$ cat src/aat_pkg.sv
// Constants and types for the accumulator, timer-register and miscellaneous instruction datapath.
`default_nettype none
package aat_pkg;

  // ****************************************
  // Widths and field positions
  // ****************************************
  localparam int unsigned NIB_W       = 4;
  localparam int unsigned WORD_W      = 10;
  localparam int unsigned CODE_W      = 16;
  localparam int unsigned ROM_ADDR_W  = 12;
  localparam int unsigned REG_COUNT   = 32;
  localparam int unsigned PORT_COUNT  = 8;
  localparam int unsigned ACC_MSB     = 3;
  localparam int unsigned NIB_HI_LSB  = 6;
  localparam int unsigned NIB_LO_LSB  = 2;
  localparam int unsigned ROM_HI_LSB  = 4;
  localparam logic [4:0]  PTR_LO_IDX  = 5'h00;
  localparam logic [4:0]  PTR_HI_IDX  = 5'h10;

  // ****************************************
  // Reset values
  // ****************************************
  localparam logic [3:0]  ACC_RST     = 4'h0;
  localparam logic [9:0]  WORD_RST    = 10'h000;
  localparam logic [11:0] ROM_ADR_RST = 12'h000;

  // ****************************************
  // Operation classes and operand sources
  // ****************************************
  localparam logic [7:0] CLASS_MASK  = 8'hfe;
  localparam logic [7:0] CLS_MOV     = 8'hfe;
  localparam logic [7:0] CLS_AND     = 8'hfa;
  localparam logic [7:0] CLS_OR      = 8'hfc;
  localparam logic [7:0] CLS_XOR     = 8'hf4;
  localparam logic [7:0] CLS_STORE   = 8'he4;
  localparam logic [3:0] SRC_REG     = 4'he;
  localparam logic [7:0] SRC_ROM     = 8'hf0;
  localparam logic [7:0] SRC_IMM     = 8'hf1;
  localparam logic [7:0] SRC_PORT_LO = 8'hf8;
  localparam logic [7:0] SRC_PORT_HI = 8'hfc;

  // ****************************************
  // Exact first-word codes
  // ****************************************
  localparam logic [15:0] C_INC     = 16'hf4f3;
  localparam logic [15:0] C_ROT     = 16'hfcf3;
  localparam logic [15:0] C_ROTZ    = 16'hfef3;
  localparam logic [15:0] C_ONES    = 16'hfaf3;
  localparam logic [15:0] C_RD_TLO  = 16'hffff;
  localparam logic [15:0] C_RD_THI  = 16'hfeff;
  localparam logic [15:0] C_RD_M0LO = 16'hfff6;
  localparam logic [15:0] C_RD_M0HI = 16'hfef6;
  localparam logic [15:0] C_RD_M1LO = 16'hfff7;
  localparam logic [15:0] C_RD_M1HI = 16'hfef7;
  localparam logic [15:0] C_WR_TLO  = 16'he5ff;
  localparam logic [15:0] C_WR_THI  = 16'hf4ff;
  localparam logic [15:0] C_WR_M0LO = 16'he5f6;
  localparam logic [15:0] C_WR_M0HI = 16'he4f6;
  localparam logic [15:0] C_WR_M1LO = 16'he5f7;
  localparam logic [15:0] C_WR_M1HI = 16'he4f7;
  localparam logic [15:0] C_LD_T    = 16'he6ff;
  localparam logic [15:0] C_LD_M0   = 16'he6f6;
  localparam logic [15:0] C_LD_M1   = 16'he6f7;
  localparam logic [15:0] C_TB_T    = 16'he7ff;
  localparam logic [15:0] C_TB_M0   = 16'he7f6;
  localparam logic [15:0] C_TB_M1   = 16'he7f7;
  localparam logic [15:0] C_STANDBY = 16'he2f1;
  localparam logic [15:0] C_STATUS_COMPARE_I  = 16'he3f1;
  localparam logic [7:0]  C_STATUS_COMPARE_R  = 8'he3;

  // ****************************************
  // Types
  // ****************************************
  typedef struct packed {
    logic        valid;
    logic [15:0] word1;
    logic [9:0]  word2;
  } aat_instr_type;

  typedef struct packed {
    logic [9:0] timer;
    logic [9:0] mod0;
    logic [9:0] mod1;
  } aat_tmr_type;

  typedef enum logic [1:0] {
    MODE_RUN     = 2'b01,
    MODE_STANDBY = 2'b10
  } aat_mode_type;

endpackage
`default_nettype wire

$ cat src/aat_datapath.sv
// Accumulator, timer-register and miscellaneous instruction execution datapath.
//
// Contract
// - AND with register nibble; carry is A3 and operand bit 3.
// - AND with ROM nibble at page and pointer; carry is A3 and ROM bit.
// - ROM high form uses bits 7..4, low form 3..0; rest ignored.
// - AND with immediate nibble; carry is A3 and immediate bit 3.
// - OR with register, ROM or immediate; carry always cleared.
// - XOR with register, ROM or immediate; carry is A3 and operand bit 3.
// - Increment modulo 16; carry set when the result is zero.
// - Rotate left; old bit 3 goes to bit 0 and to carry.
// - Rotate-or-zero-reset raises internal reset on zero, else rotates.
// - Port read loads a port nibble into A and clears carry.
// - Timer nibble reads use FFFF and FEFF and clear carry.
// - Modulo register nibble reads use FFF6/FEF6, FFF7/FEF7, clear carry.
// - Accumulator writes to modulo or timer nibbles clear carry.
// - E6FF loads the whole timer from the 10-bit immediate.
// - E6F6 and E6F7 load the modulo registers from the 10-bit immediate.
// - Table loads copy the full ROM word into modulo registers or timer.
// - E2F1 with a condition nibble enters standby mode.
// - Status compare sets match on equality with immediate or register.
// - FAF3 sets carry when A is F, else clears; A unchanged.
// - ROM address is page control above the eight-bit pointer pair.
// - High timer nibble is bits 9..6, low nibble bits 5..2.
`timescale 1ns/10ps
`default_nettype none
module aat_datapath (
  // Clock, enable and reset.
  input  wire logic                  i_core_clk,
  input  wire logic                  i_rst,
  input  wire logic                  i_ce,
  // Instruction stream.
  input  wire aat_pkg::aat_instr_type i_instr,
  // Program memory and page control.
  input  wire logic [9:0]            i_rom_word,
  input  wire logic [3:0]            i_rom_page_ctrl,
  // Port pins, internal statuses and standby release.
  input  wire logic [7:0][3:0]       i_port_in,
  input  wire logic [3:0]            i_status,
  input  wire logic                  i_wake,
  // Accumulator and flags.
  output logic [3:0]                 o_acc,
  output logic                       o_carry_bit,
  output logic                       o_match,
  // Timer and modulo registers.
  output aat_pkg::aat_tmr_type       o_tmr,
  // Sequencing outputs.
  output logic [11:0]                o_rom_addr,
  output logic                       o_standby,
  output logic [3:0]                 o_standby_cond,
  output logic                       o_internal_reset,
  output logic                       o_done
);

  // ****************************************
  // Helper functions
  // ****************************************

  // Picks the high or low nibble of a 10-bit timer or modulo value.
  function automatic logic [3:0] get_nib(input logic [9:0] val, input logic hi);
    get_nib = hi ? val[aat_pkg::NIB_HI_LSB +: 4] : val[aat_pkg::NIB_LO_LSB +: 4];
  endfunction

  // Replaces one nibble of a 10-bit value; the two lowest bits are kept.
  function automatic logic [9:0] set_nib(input logic [9:0] val, input logic hi, input logic [3:0] nib);
    logic [9:0] res;
    res = val;
    if (hi) begin
      res[aat_pkg::NIB_HI_LSB +: 4] = nib;
    end else begin
      res[aat_pkg::NIB_LO_LSB +: 4] = nib;
    end
    set_nib = res;
  endfunction

  // Maps port numbers 0, 1, 3 and 4 onto slots 0 to 3.
  function automatic logic [1:0] port_slot(input logic [2:0] num);
    port_slot = (num > 3'd2) ? 2'(num - 3'd1) : num[1:0];
  endfunction

  // ****************************************
  // State
  // ****************************************
  logic [3:0]            regs [0:31];
  aat_pkg::aat_mode_type mode;
  logic [15:0]           w1;
  logic [7:0]            op_cls;
  logic [7:0]            src;
  logic [4:0]            reg_idx;
  logic                  exec;
  logic [3:0]            operand;
  logic                  opnd_ok;
  logic [3:0]            next_acc;
  logic                  next_carry;
  logic                  rotz_hit;

  // Split the first word into its operation class and operand source.
  assign w1       = i_instr.word1;
  assign op_cls   = w1[15:8] & aat_pkg::CLASS_MASK;
  assign src      = w1[7:0];
  assign reg_idx  = {~w1[8], src[3:0]};
  assign exec     = i_ce & i_instr.valid & (mode == aat_pkg::MODE_RUN);
  assign rotz_hit = (w1 == aat_pkg::C_ROTZ) && (o_acc == 4'h0);

  // ****************************************
  // Operand selection
  // ****************************************

  // Register, ROM, immediate or port nibble; ROM bits 8 and 9 never reach it.
  always_comb begin
    operand = 4'h0;
    opnd_ok = 1'b0;
    if (src[7:4] == aat_pkg::SRC_REG) begin
      operand = regs[reg_idx];
      opnd_ok = 1'b1;
    end else if (src == aat_pkg::SRC_ROM) begin
      operand = w1[8] ? i_rom_word[3:0] : i_rom_word[aat_pkg::ROM_HI_LSB +: 4];
      opnd_ok = 1'b1;
    end else if (src == aat_pkg::SRC_IMM) begin
      operand = i_instr.word2[3:0];
      opnd_ok = 1'b1;
    end else if (src >= aat_pkg::SRC_PORT_LO && src <= aat_pkg::SRC_PORT_HI && src[2:0] != 3'd2) begin
      operand = i_port_in[{~w1[8], port_slot(src[2:0])}];
      opnd_ok = 1'b1;
    end
  end

  // ****************************************
  // Accumulator and carry arithmetic
  // ****************************************

  // Exact codes are tested before the class decode because several share a class byte.
  always_comb begin
    next_acc   = o_acc;
    next_carry = o_carry_bit;
    if (w1 == aat_pkg::C_INC) begin
      next_acc   = o_acc + 4'h1;
      next_carry = (o_acc == 4'hf);
    end else if (w1 == aat_pkg::C_ROT || (w1 == aat_pkg::C_ROTZ && !rotz_hit)) begin
      next_acc   = {o_acc[2:0], o_acc[aat_pkg::ACC_MSB]};
      next_carry = o_acc[aat_pkg::ACC_MSB];
    end else if (w1 == aat_pkg::C_ONES) begin
      next_carry = (o_acc == 4'hf);
    end else if (w1 == aat_pkg::C_RD_TLO || w1 == aat_pkg::C_RD_THI) begin
      next_acc   = get_nib(o_tmr.timer, ~w1[8]);
      next_carry = 1'b0;
    end else if (w1 == aat_pkg::C_RD_M0LO || w1 == aat_pkg::C_RD_M0HI) begin
      next_acc   = get_nib(o_tmr.mod0, ~w1[8]);
      next_carry = 1'b0;
    end else if (w1 == aat_pkg::C_RD_M1LO || w1 == aat_pkg::C_RD_M1HI) begin
      next_acc   = get_nib(o_tmr.mod1, ~w1[8]);
      next_carry = 1'b0;
    end else if (w1 == aat_pkg::C_WR_TLO || w1 == aat_pkg::C_WR_THI || w1 == aat_pkg::C_WR_M0LO
                 || w1 == aat_pkg::C_WR_M0HI || w1 == aat_pkg::C_WR_M1LO || w1 == aat_pkg::C_WR_M1HI) begin
      next_carry = 1'b0;
    end else if (opnd_ok && op_cls == aat_pkg::CLS_MOV) begin
      next_acc   = operand;
      next_carry = 1'b0;
    end else if (opnd_ok && op_cls == aat_pkg::CLS_AND) begin
      next_acc   = o_acc & operand;
      next_carry = o_acc[aat_pkg::ACC_MSB] & operand[3];
    end else if (opnd_ok && op_cls == aat_pkg::CLS_OR) begin
      next_acc   = o_acc | operand;
      next_carry = 1'b0;
    end else if (opnd_ok && op_cls == aat_pkg::CLS_XOR) begin
      next_acc   = o_acc ^ operand;
      next_carry = o_acc[aat_pkg::ACC_MSB] & operand[3];
    end
  end

  // Accumulator and carry registers.
  always_ff @(posedge i_core_clk) begin
    if (i_rst) begin
      o_acc       <= aat_pkg::ACC_RST;
      o_carry_bit <= 1'b0;
    end else if (exec) begin
      o_acc       <= next_acc;
      o_carry_bit <= next_carry;
    end
  end

  // ****************************************
  // Data registers and ROM address
  // ****************************************

  // Stores from the accumulator; the pointer pair lives at R00 and R10.
  always_ff @(posedge i_core_clk) begin
    if (i_rst) begin
      for (int i = 0; i < aat_pkg::REG_COUNT; i++) begin
        regs[i] <= 4'h0;
      end
    end else if (exec && op_cls == aat_pkg::CLS_STORE && src[7:4] == aat_pkg::SRC_REG) begin
      regs[reg_idx] <= o_acc;
    end
  end

  // Registered so the address is stable for a whole cycle; a pointer change shows one cycle later.
  always_ff @(posedge i_core_clk) begin
    if (i_rst) begin
      o_rom_addr <= aat_pkg::ROM_ADR_RST;
    end else if (i_ce) begin
      o_rom_addr <= {i_rom_page_ctrl, regs[aat_pkg::PTR_HI_IDX], regs[aat_pkg::PTR_LO_IDX]};
    end
  end

  // ****************************************
  // Timer and modulo registers
  // ****************************************

  // Immediate, table and nibble loads of the timer and both modulo registers.
  always_ff @(posedge i_core_clk) begin
    if (i_rst) begin
      o_tmr <= '{timer: aat_pkg::WORD_RST, mod0: aat_pkg::WORD_RST, mod1: aat_pkg::WORD_RST};
    end else if (exec) begin
      unique case (w1)
        aat_pkg::C_LD_T:    o_tmr.timer <= i_instr.word2;
        aat_pkg::C_LD_M0:   o_tmr.mod0  <= i_instr.word2;
        aat_pkg::C_LD_M1:   o_tmr.mod1  <= i_instr.word2;
        aat_pkg::C_TB_T:    o_tmr.timer <= i_rom_word;
        aat_pkg::C_TB_M0:   o_tmr.mod0  <= i_rom_word;
        aat_pkg::C_TB_M1:   o_tmr.mod1  <= i_rom_word;
        aat_pkg::C_WR_TLO,
        aat_pkg::C_WR_THI:  o_tmr.timer <= set_nib(o_tmr.timer, w1 == aat_pkg::C_WR_THI, o_acc);
        aat_pkg::C_WR_M0LO,
        aat_pkg::C_WR_M0HI: o_tmr.mod0  <= set_nib(o_tmr.mod0, ~w1[8], o_acc);
        aat_pkg::C_WR_M1LO,
        aat_pkg::C_WR_M1HI: o_tmr.mod1  <= set_nib(o_tmr.mod1, ~w1[8], o_acc);
        default: begin
        end
      endcase
    end
  end

  // ****************************************
  // Status, standby and sequencing
  // ****************************************

  // Match flag compares the internal statuses with the operand nibble.
  always_ff @(posedge i_core_clk) begin
    if (i_rst) begin
      o_match <= 1'b0;
    end else if (exec && w1 == aat_pkg::C_STATUS_COMPARE_I) begin
      o_match <= (i_status == i_instr.word2[3:0]);
    end else if (exec && w1[15:8] == aat_pkg::C_STATUS_COMPARE_R && src[7:4] == aat_pkg::SRC_REG) begin
      o_match <= (i_status == regs[{1'b0, src[3:0]}]);
    end
  end

  // Standby holds off all execution until the release input is seen.
  always_ff @(posedge i_core_clk) begin
    if (i_rst) begin
      mode           <= aat_pkg::MODE_RUN;
      o_standby_cond <= 4'h0;
    end else if (i_ce) begin
      unique case (mode)
        aat_pkg::MODE_RUN: begin
          if (exec && w1 == aat_pkg::C_STANDBY) begin
            mode           <= aat_pkg::MODE_STANDBY;
            o_standby_cond <= i_instr.word2[3:0];
          end
        end
        aat_pkg::MODE_STANDBY: begin
          if (i_wake) begin
            mode <= aat_pkg::MODE_RUN;
          end
        end
        default: begin
          mode <= aat_pkg::MODE_RUN;
        end
      endcase
    end
  end

  assign o_standby = mode[1];

  // One-cycle completion and internal reset pulses.
  always_ff @(posedge i_core_clk) begin
    if (i_rst) begin
      o_done           <= 1'b0;
      o_internal_reset <= 1'b0;
    end else if (i_ce) begin
      o_done           <= exec;
      o_internal_reset <= exec && rotz_hit;
    end
  end
endmodule
`default_nettype wire

$ cat config.mk
export PLATFORM = sky130hd
export DESIGN_NAME = aat_datapath
export DESIGN_NICKNAME = d
export VERILOG_FILES = /design/src/aat_pkg.sv /design/src/aat_datapath.sv
export SDC_FILE = /design/constraint.sdc
export NUM_CORES = 1
export LEC_CHECK = 0
export ABC_AREA = 1
export BUFFER_PORTS_ARGS = -buffer_cell sky130_fd_sc_hd__buf_2
export CAP_MARGIN = 10
export CORE_MARGIN = 2
export CORE_UTILIZATION = 39
export CTS_BUF_LIST = sky130_fd_sc_hd__clkbuf_2
export DETAILED_ROUTE_END_ITERATION = 12
export PLACE_DENSITY_LB_ADDON = 0.05
export RECOVER_POWER = 100
export SETUP_SLACK_MARGIN = 0.15
export SLEW_MARGIN = 20
export SYNTH_ARGS = -nofsm -noshare
export SYNTH_HDL_FRONTEND = slang
export SYNTH_SLANG_ARGS = --single-unit
export TNS_END_PERCENT = 50
$ cat constraint.sdc
create_clock -name i_core_clk -period 5.8 [get_ports i_core_clk]
set_clock_uncertainty 0.1 [all_clocks]
set_input_delay 0.29 -clock i_core_clk [delete_from_list [all_inputs] [get_ports i_core_clk]]
set_output_delay 0.29 -clock i_core_clk [all_outputs]
set_load 0.01 [all_outputs]
==> flow_summary.ini, run 1 <==
[yosys]
synth_compound_area_share_pct = 14.1
synth.cell_area_mm2 = 0.0105
synth_fa_ha_area_share_pct = 1.67
synth_top_family_by_area = simple AND/OR/NAND/NOR gates
synthXorXnorAreaFrac_pct = 0.334
synth.area.mux_share_pct = 0.191
seq_area_frac_synth_pct = 47.3
ys_ff_latch = 184
syn_nets = 1474
synthFlopType = edfxtp_1
synth_edf_count = 128
async_flop_share_pct = 0
synth-warning-count = 0
postSynthCellCount = 1379
synth_cell_types = 50
yosys.area_share.simple_pct = 29.1
synth_area_per_cell_um2 = 7.62

[timing]
fmax_ghz = 0.205
tightest_slew_ns = 2.50
min_period_ns = 4.89
slew_headroom_pct = -66.7
tns_ns = 0
report.final.slew_viol_count = 94
fin_crit_sh_pct = 84.3
hold_viol_final = 0
rsz0062_at_grt = false
setup_viol = 0

[outcome]
outcome = finished with violations
violations = max-capacitance violations, max-slew violations

[route]
viasPerCell = 5.30
vias = 10024
drt_iter0_markers = 865
routed_wirelength_mm = 34.9
firstDrtPassIters = 7
drc = 0
wl_per_cell_um = 18.5
ant_nets = 0

[global_routing]
grt_pass1_vias = 9245
antenna_found_initial = 1
grt_pass1_wl_mm = 52.9
grt_max_degree = 70
grt_overflow_total = 0
grtUsageTotal_pct = 24.4

[setup_path]
crit_slowest_cell = clkbuf_1
rr_worst_depth = 12
startpoint_type = input pin
worst-setup-path-type = input pin to register
cp.arrival_ns = 5.55
cp_cell_sequence = clkbuf_1 > ha_1 > inv_1 > nor2_1 > inv_2 > nor2_1 > inv_1 > nor2_2 > nor2_1 > a221oi_1 > dlygate4sd3_1 > a21oi_1 > dlygate4sd3_1
crit_path_frequent_cell = nor2_1
rrSetupSlack_ns = 1.54
crit_fanout = 42
cp_slowest_stage_delay_ns = 1.52
cp.required_ns = 6.46
end_kind = register

[cts]
clockBufferDepth = 2
cts_tree = yes
path_clk_slew_ns = 0.31
post_cts_buffers = 0
htreeDepth = 4
root_buffer = clkbuf_2
cts_resized = 0
cts-buffers-inserted = 17
worstSkewPairLatency_ns = 0.81
cts.sinks = 184

[layout]
areaGrowthSynthToFinish_pct = 15.1
final_cell_mix = nor2_1, nand2_1, edfxtp_1
layout_commonest_cell = nor2_1
final_cells = 1890
drive_gt1_share_pct = 10.5
final_net_count = 1631

[power]
p_leak_uw = 0.00494
p_per_area_mw_per_mm2 = 204
finalPower_uw = 2460
ir_worst_vdd_uv = 121

[min_path]
min_path_cells = 8
hp-class = input pin to register

[placed_design]
io_buffers = 135
placedCellCount = 1802
gp_congestion = 0.902
dp_hpwl_mm = 23.8

[floorplanning]
initial_core_util_pct = 39.3
die_h_um = 168
io_pins = 136
die_w_um = 168
core_area_mm2 = 0.0267
num_rows = 60
dieArea_mm2 = 0.0283

[job]
max-cap-violations = 2
-- cell type report --
cell class              instances  area [um2]
repair buffers                199        1220
diodes                          1        2.50
clock inverters                14         155
well taps                     341         427
inverters                     128         484
fillers                      2784       14600
flip-flops and latches        184        4960
clock buffers                  17        85.1
multi-input cells            1006        4750
-- kinds of logic after synthesis --
logic type / after synthesis
simple gates: 736
compound gates: 250
buf+inv: 189
flops: 184
fa+ha+maj: 14
xor+xnor: 4
mux: 2
-- critical path, delay by kind of cell --
kind            cells  cell delay (ns)
buf+inv             6             3.05
simple gates        4             1.43
compound gates      2             0.39
fa+ha+maj           1             0.37
-- registers in the layout, indices dropped and copies added, names as in the netlist, 2 cells and up --
signal and cells:
mode 2, o_acc 4, o_rom_addr 12, o_standby_cond 4, o_tmr 30, regs 128
-- synthesized netlist by cell type, types with 2 or more instances --
cell,instances,share of area [%]
nor2_1,314,11
nand2_1,298,11
edfxtp_1,128,37
o21ai_0,120,5.7
inv_1,109,3.9
nand3_1,70,3.3
a21oi_1,59,2.8
dfxtp_1,56,11
clkbuf_1,32,1.1
a221oi_1,24,2.0
buf_2,20,0.95
inv_2,15,0.54
ha_1,14,1.7
nor3_1,13,0.62
nand4_1,8,0.48
nor2_4,8,0.86
o211ai_1,8,0.57
a31oi_1,7,0.42
nor2_2,7,0.42
o21ai_1,7,0.33
o22ai_1,7,0.42
a211oi_1,5,0.36
buf_4,5,0.36
nand2_2,4,0.24
clkinv_1,3,0.11
nand3_2,3,0.29
nand3b_1,3,0.21
nor4_1,3,0.18
o2111ai_1,3,0.25
xor2_1,3,0.25
a41oi_1,2,0.17
buf_1,2,0.072
mux2i_1,2,0.19
-- final timing paths --
check,from,endpoint
worst max-delay path,i_instr[11],o_tmr[8]
worst min-delay path,i_instr[14],mode[0]
worst max register to register,mode[0],o_match
worst min register to register,o_done,o_done
-- what timing repair did --
item                                   in CTS  in global routing
setup endpoints to repair                   0                  0
endpoints found under the hold margin      53                  0
hold buffers                               56                  0
-- through the flow --
step	worst slack (ns)	hold WS (ns)	utilization [%]	area (um2)
floorplan	2.79	0.268	-	10500
global placement	1.89	0.354	42.6	11400
detailed placement	1.80	0.365	42.6	11400
CTS	1.85	0.0728	45.6	12200
global route	0.782	0.140	45.2	12100
finish	0.911	0.108	45.2	12100
-- layer usage --
layer | track usage, % | up-vias | routed length (um)
met5 | 0 | - | 0
li1 | - | 4910 | -
met2 | 38.8 | 376 | 15900
met3 | 4.30 | 30 | 2530
met1 | 35.0 | 4708 | 16000
met4 | 5.36 | 0 | 403
-- power by group --
group	internal, uW	switching, uW
registers	1440	13.0
logic	109	206
clock network	176	520
total	1720	739
Note: power is estimated with default switching activity, not from simulation.
==> run 2, diff against run 1 <==
clock period = 4.45 ns   (was 5.8 ns; I/O delays follow)
==> run 2 against run 1 <==
Compared with the run above: the flow still finishes with violations (max-capacitance violations, max-slew violations); utilization increased by 0.72 points; die area unchanged; global-route usage increased by 0.85 points; power grew 29%; clock-buffer cell count grew 1; cell area rose by 1.6%; sequential share of layout area fell by 0.64 points; non-clock buffer count up 26; register-to-register slack worse by 0.93 ns; first-iteration DRC count increased by 7.2%; combinational power grew 34%; critical path type unchanged; highest routed layer unchanged.
==> flow_summary.ini, run 2 (synthesized netlist as in run 1, its figures left out) <==
[timing]
fmax_ghz = 0.242
min_period_ns = 4.12
fin_hold_ws_ns = 0.0967
tns_ns = 0
tightest_slew_ns = 1.78
fin_crit_sh_pct = 92.7
setup_viol = 0
finalWorstSetupSlack_ns = 0.325
rsz0062_at_grt = false
report.final.slew_viol_count = 78
slew_headroom_pct = -18.6
hold_viol_final = 0

[layout]
fillCellCount = 2808
final_cells = 1917
final_cell_mix = nor2_1, nand2_1, edfxtp_1
final_net_count = 1657
regArea_mm2 = 0.00496
layout_commonest_cell = nor2_1
largest_register_ffs = 128
reg.largest.list = regs (128), o_tmr (30), o_rom_addr (12)
areaGrowthSynthToFinish_pct = 16.9
multi_input_area_mm2 = 0.00475
top_register = regs
drive_gt1_share_pct = 10.7
fin_util_pct = 46.0

[cts]
htreeDepth = 4
clockBufferDepth = 2
worstSkewPairLatency_ns = 0.80
cts_tree = yes
root_buffer = clkbuf_2
post_cts_buffers = 0
cts.sinks = 184
path_clk_slew_ns = 0.34
cts-buffers-inserted = 17

[route]
routed_wirelength_mm = 35.4
wl_per_cell_um = 18.5
viasPerCell = 5.32
firstDrtPassIters = 6
drc = 0
drt_iter0_markers = 927
vias = 10200
ant_nets = 0

[floorplanning]
io_pins = 136
dieArea_mm2 = 0.0283
die_h_um = 168
core_area_mm2 = 0.0267
die_w_um = 168
num_rows = 60
initial_core_util_pct = 39.3

[global_routing]
antenna_found_initial = 1
grtUsageTotal_pct = 25.2
grt_max_degree = 78
grt_pass1_vias = 9603
grt_overflow_total = 0
grt_pass1_wl_mm = 54.9

[outcome]
outcome = finished with violations
violations = max-capacitance violations, max-slew violations

[placed_design]
placedCellCount = 1816
io_buffers = 135
pre_cts_ws_ns = 1.04
gp_congestion = 0.906
dp_hpwl_mm = 24.3

[min_path]
hp-class = input pin to register

[setup_path]
rrSetupSlack_ns = 0.61
crit_fanout = 50
r2r-start = mode[1]
cp_slowest_stage_delay_ns = 0.75
cp.required_ns = 5.10
worst-setup-path-type = input pin to register
cp_cell_sequence = clkbuf_1 > clkinv_1 > clkbuf_2 > ha_1 > inv_1 > nor3_4 > inv_1 > nor2_1 > nor2_1 > a221oi_1 > dlygate4sd3_1 > a21oi_1 > dlygate4sd3_1
crit_slowest_cell = clkbuf_2
end_kind = register
rr_worst_depth = 12
startpoint = i_instr[10]
startpoint_type = input pin
crit_end = o_tmr[13]
timing.rr.end = o_match
cp.arrival_ns = 4.77

[power]
p_leak_uw = 0.00505
p_per_area_mw_per_mm2 = 259
ir_worst_vdd_uv = 154

[job]
max-cap-violations = 1
[run 2: changes by cell type in the layout (fill, tap and decap cells not counted), sizes merged]
| cell | previous run | this run |
|---|---|---|
| dlygate4sd3 | 56 | 68 |
| buf | 85 | 93 |
| clkbuf | 75 | 82 |
| clkinv | 5 | 10 |
| inv | 134 | 130 |
| bufinv | 1 | 0 |
[run 2: routing by layer]
layer	global-route usage, %	part of all wire (%)
met5	0	0
met4	5.28	1.3
met3	4.00	6.6
met2	40.0	45
met1	36.6	47
[run 2: worst min-delay path by stage]
stage	startpoint	cells past startpoint	end	slack [ns]
3_5_place_dp	i_rom_page_ctrl[3]	3	o_rom_addr[11]	0.36
4_1_cts	i_instr[20]	7	o_internal_reset	0.01
3_3_place_gp	o_done	2	o_done	0.35
2_1_floorplan	i_rst	1	o_standby_cond[3]	0.20
5_1_grt	i_instr[20]	7	o_internal_reset	0.08
6_report	i_instr[20]	7	o_internal_reset	0.1
[run 2: power breakdown]
group	internal (uW)	switching (uW)
Combinational	148	274
Sequential	1870	16.0
Clock	176	691
Total	2200	981
[run 2: final cells by class]
cell class                      instances  share of cell area, %
Multi-Input combinational cell       1006                   38.7
Antenna cell                            1                 0.0204
Sequential cell                       184                   40.4
Clock buffer                           18                  0.734
Timing Repair Buffer                  225                   11.6
Tap cell                              341                   3.47
Clock inverter                         14                   1.08
Inverter                              128                   3.93
[run 2: metrics by stage]
step	area [um2]	total power (uW)
finish	12300	3180
global route	12300	3310
CTS	12400	3200
detailed placement	11500	2310
global placement	11500	2310
floorplan	10500	2160
[run 2: worst max-delay path, delay by kind of cell]
kind | cells | cell delay, ns
buffers and inverters | 7 | 2.41
adder cells (fa/ha/maj) | 1 | 0.27
AO/OA/AOI/OAI | 2 | 0.37
AND/OR/NAND/NOR | 3 | 1.46
[run 2: what timing repair did]
action / in CTS / in global routing
endpoints found under the setup margin: 0 / 1
resized for setup: 0 / 1
hold endpoints to repair: 53 / 0
hold buffers: 68 / 0
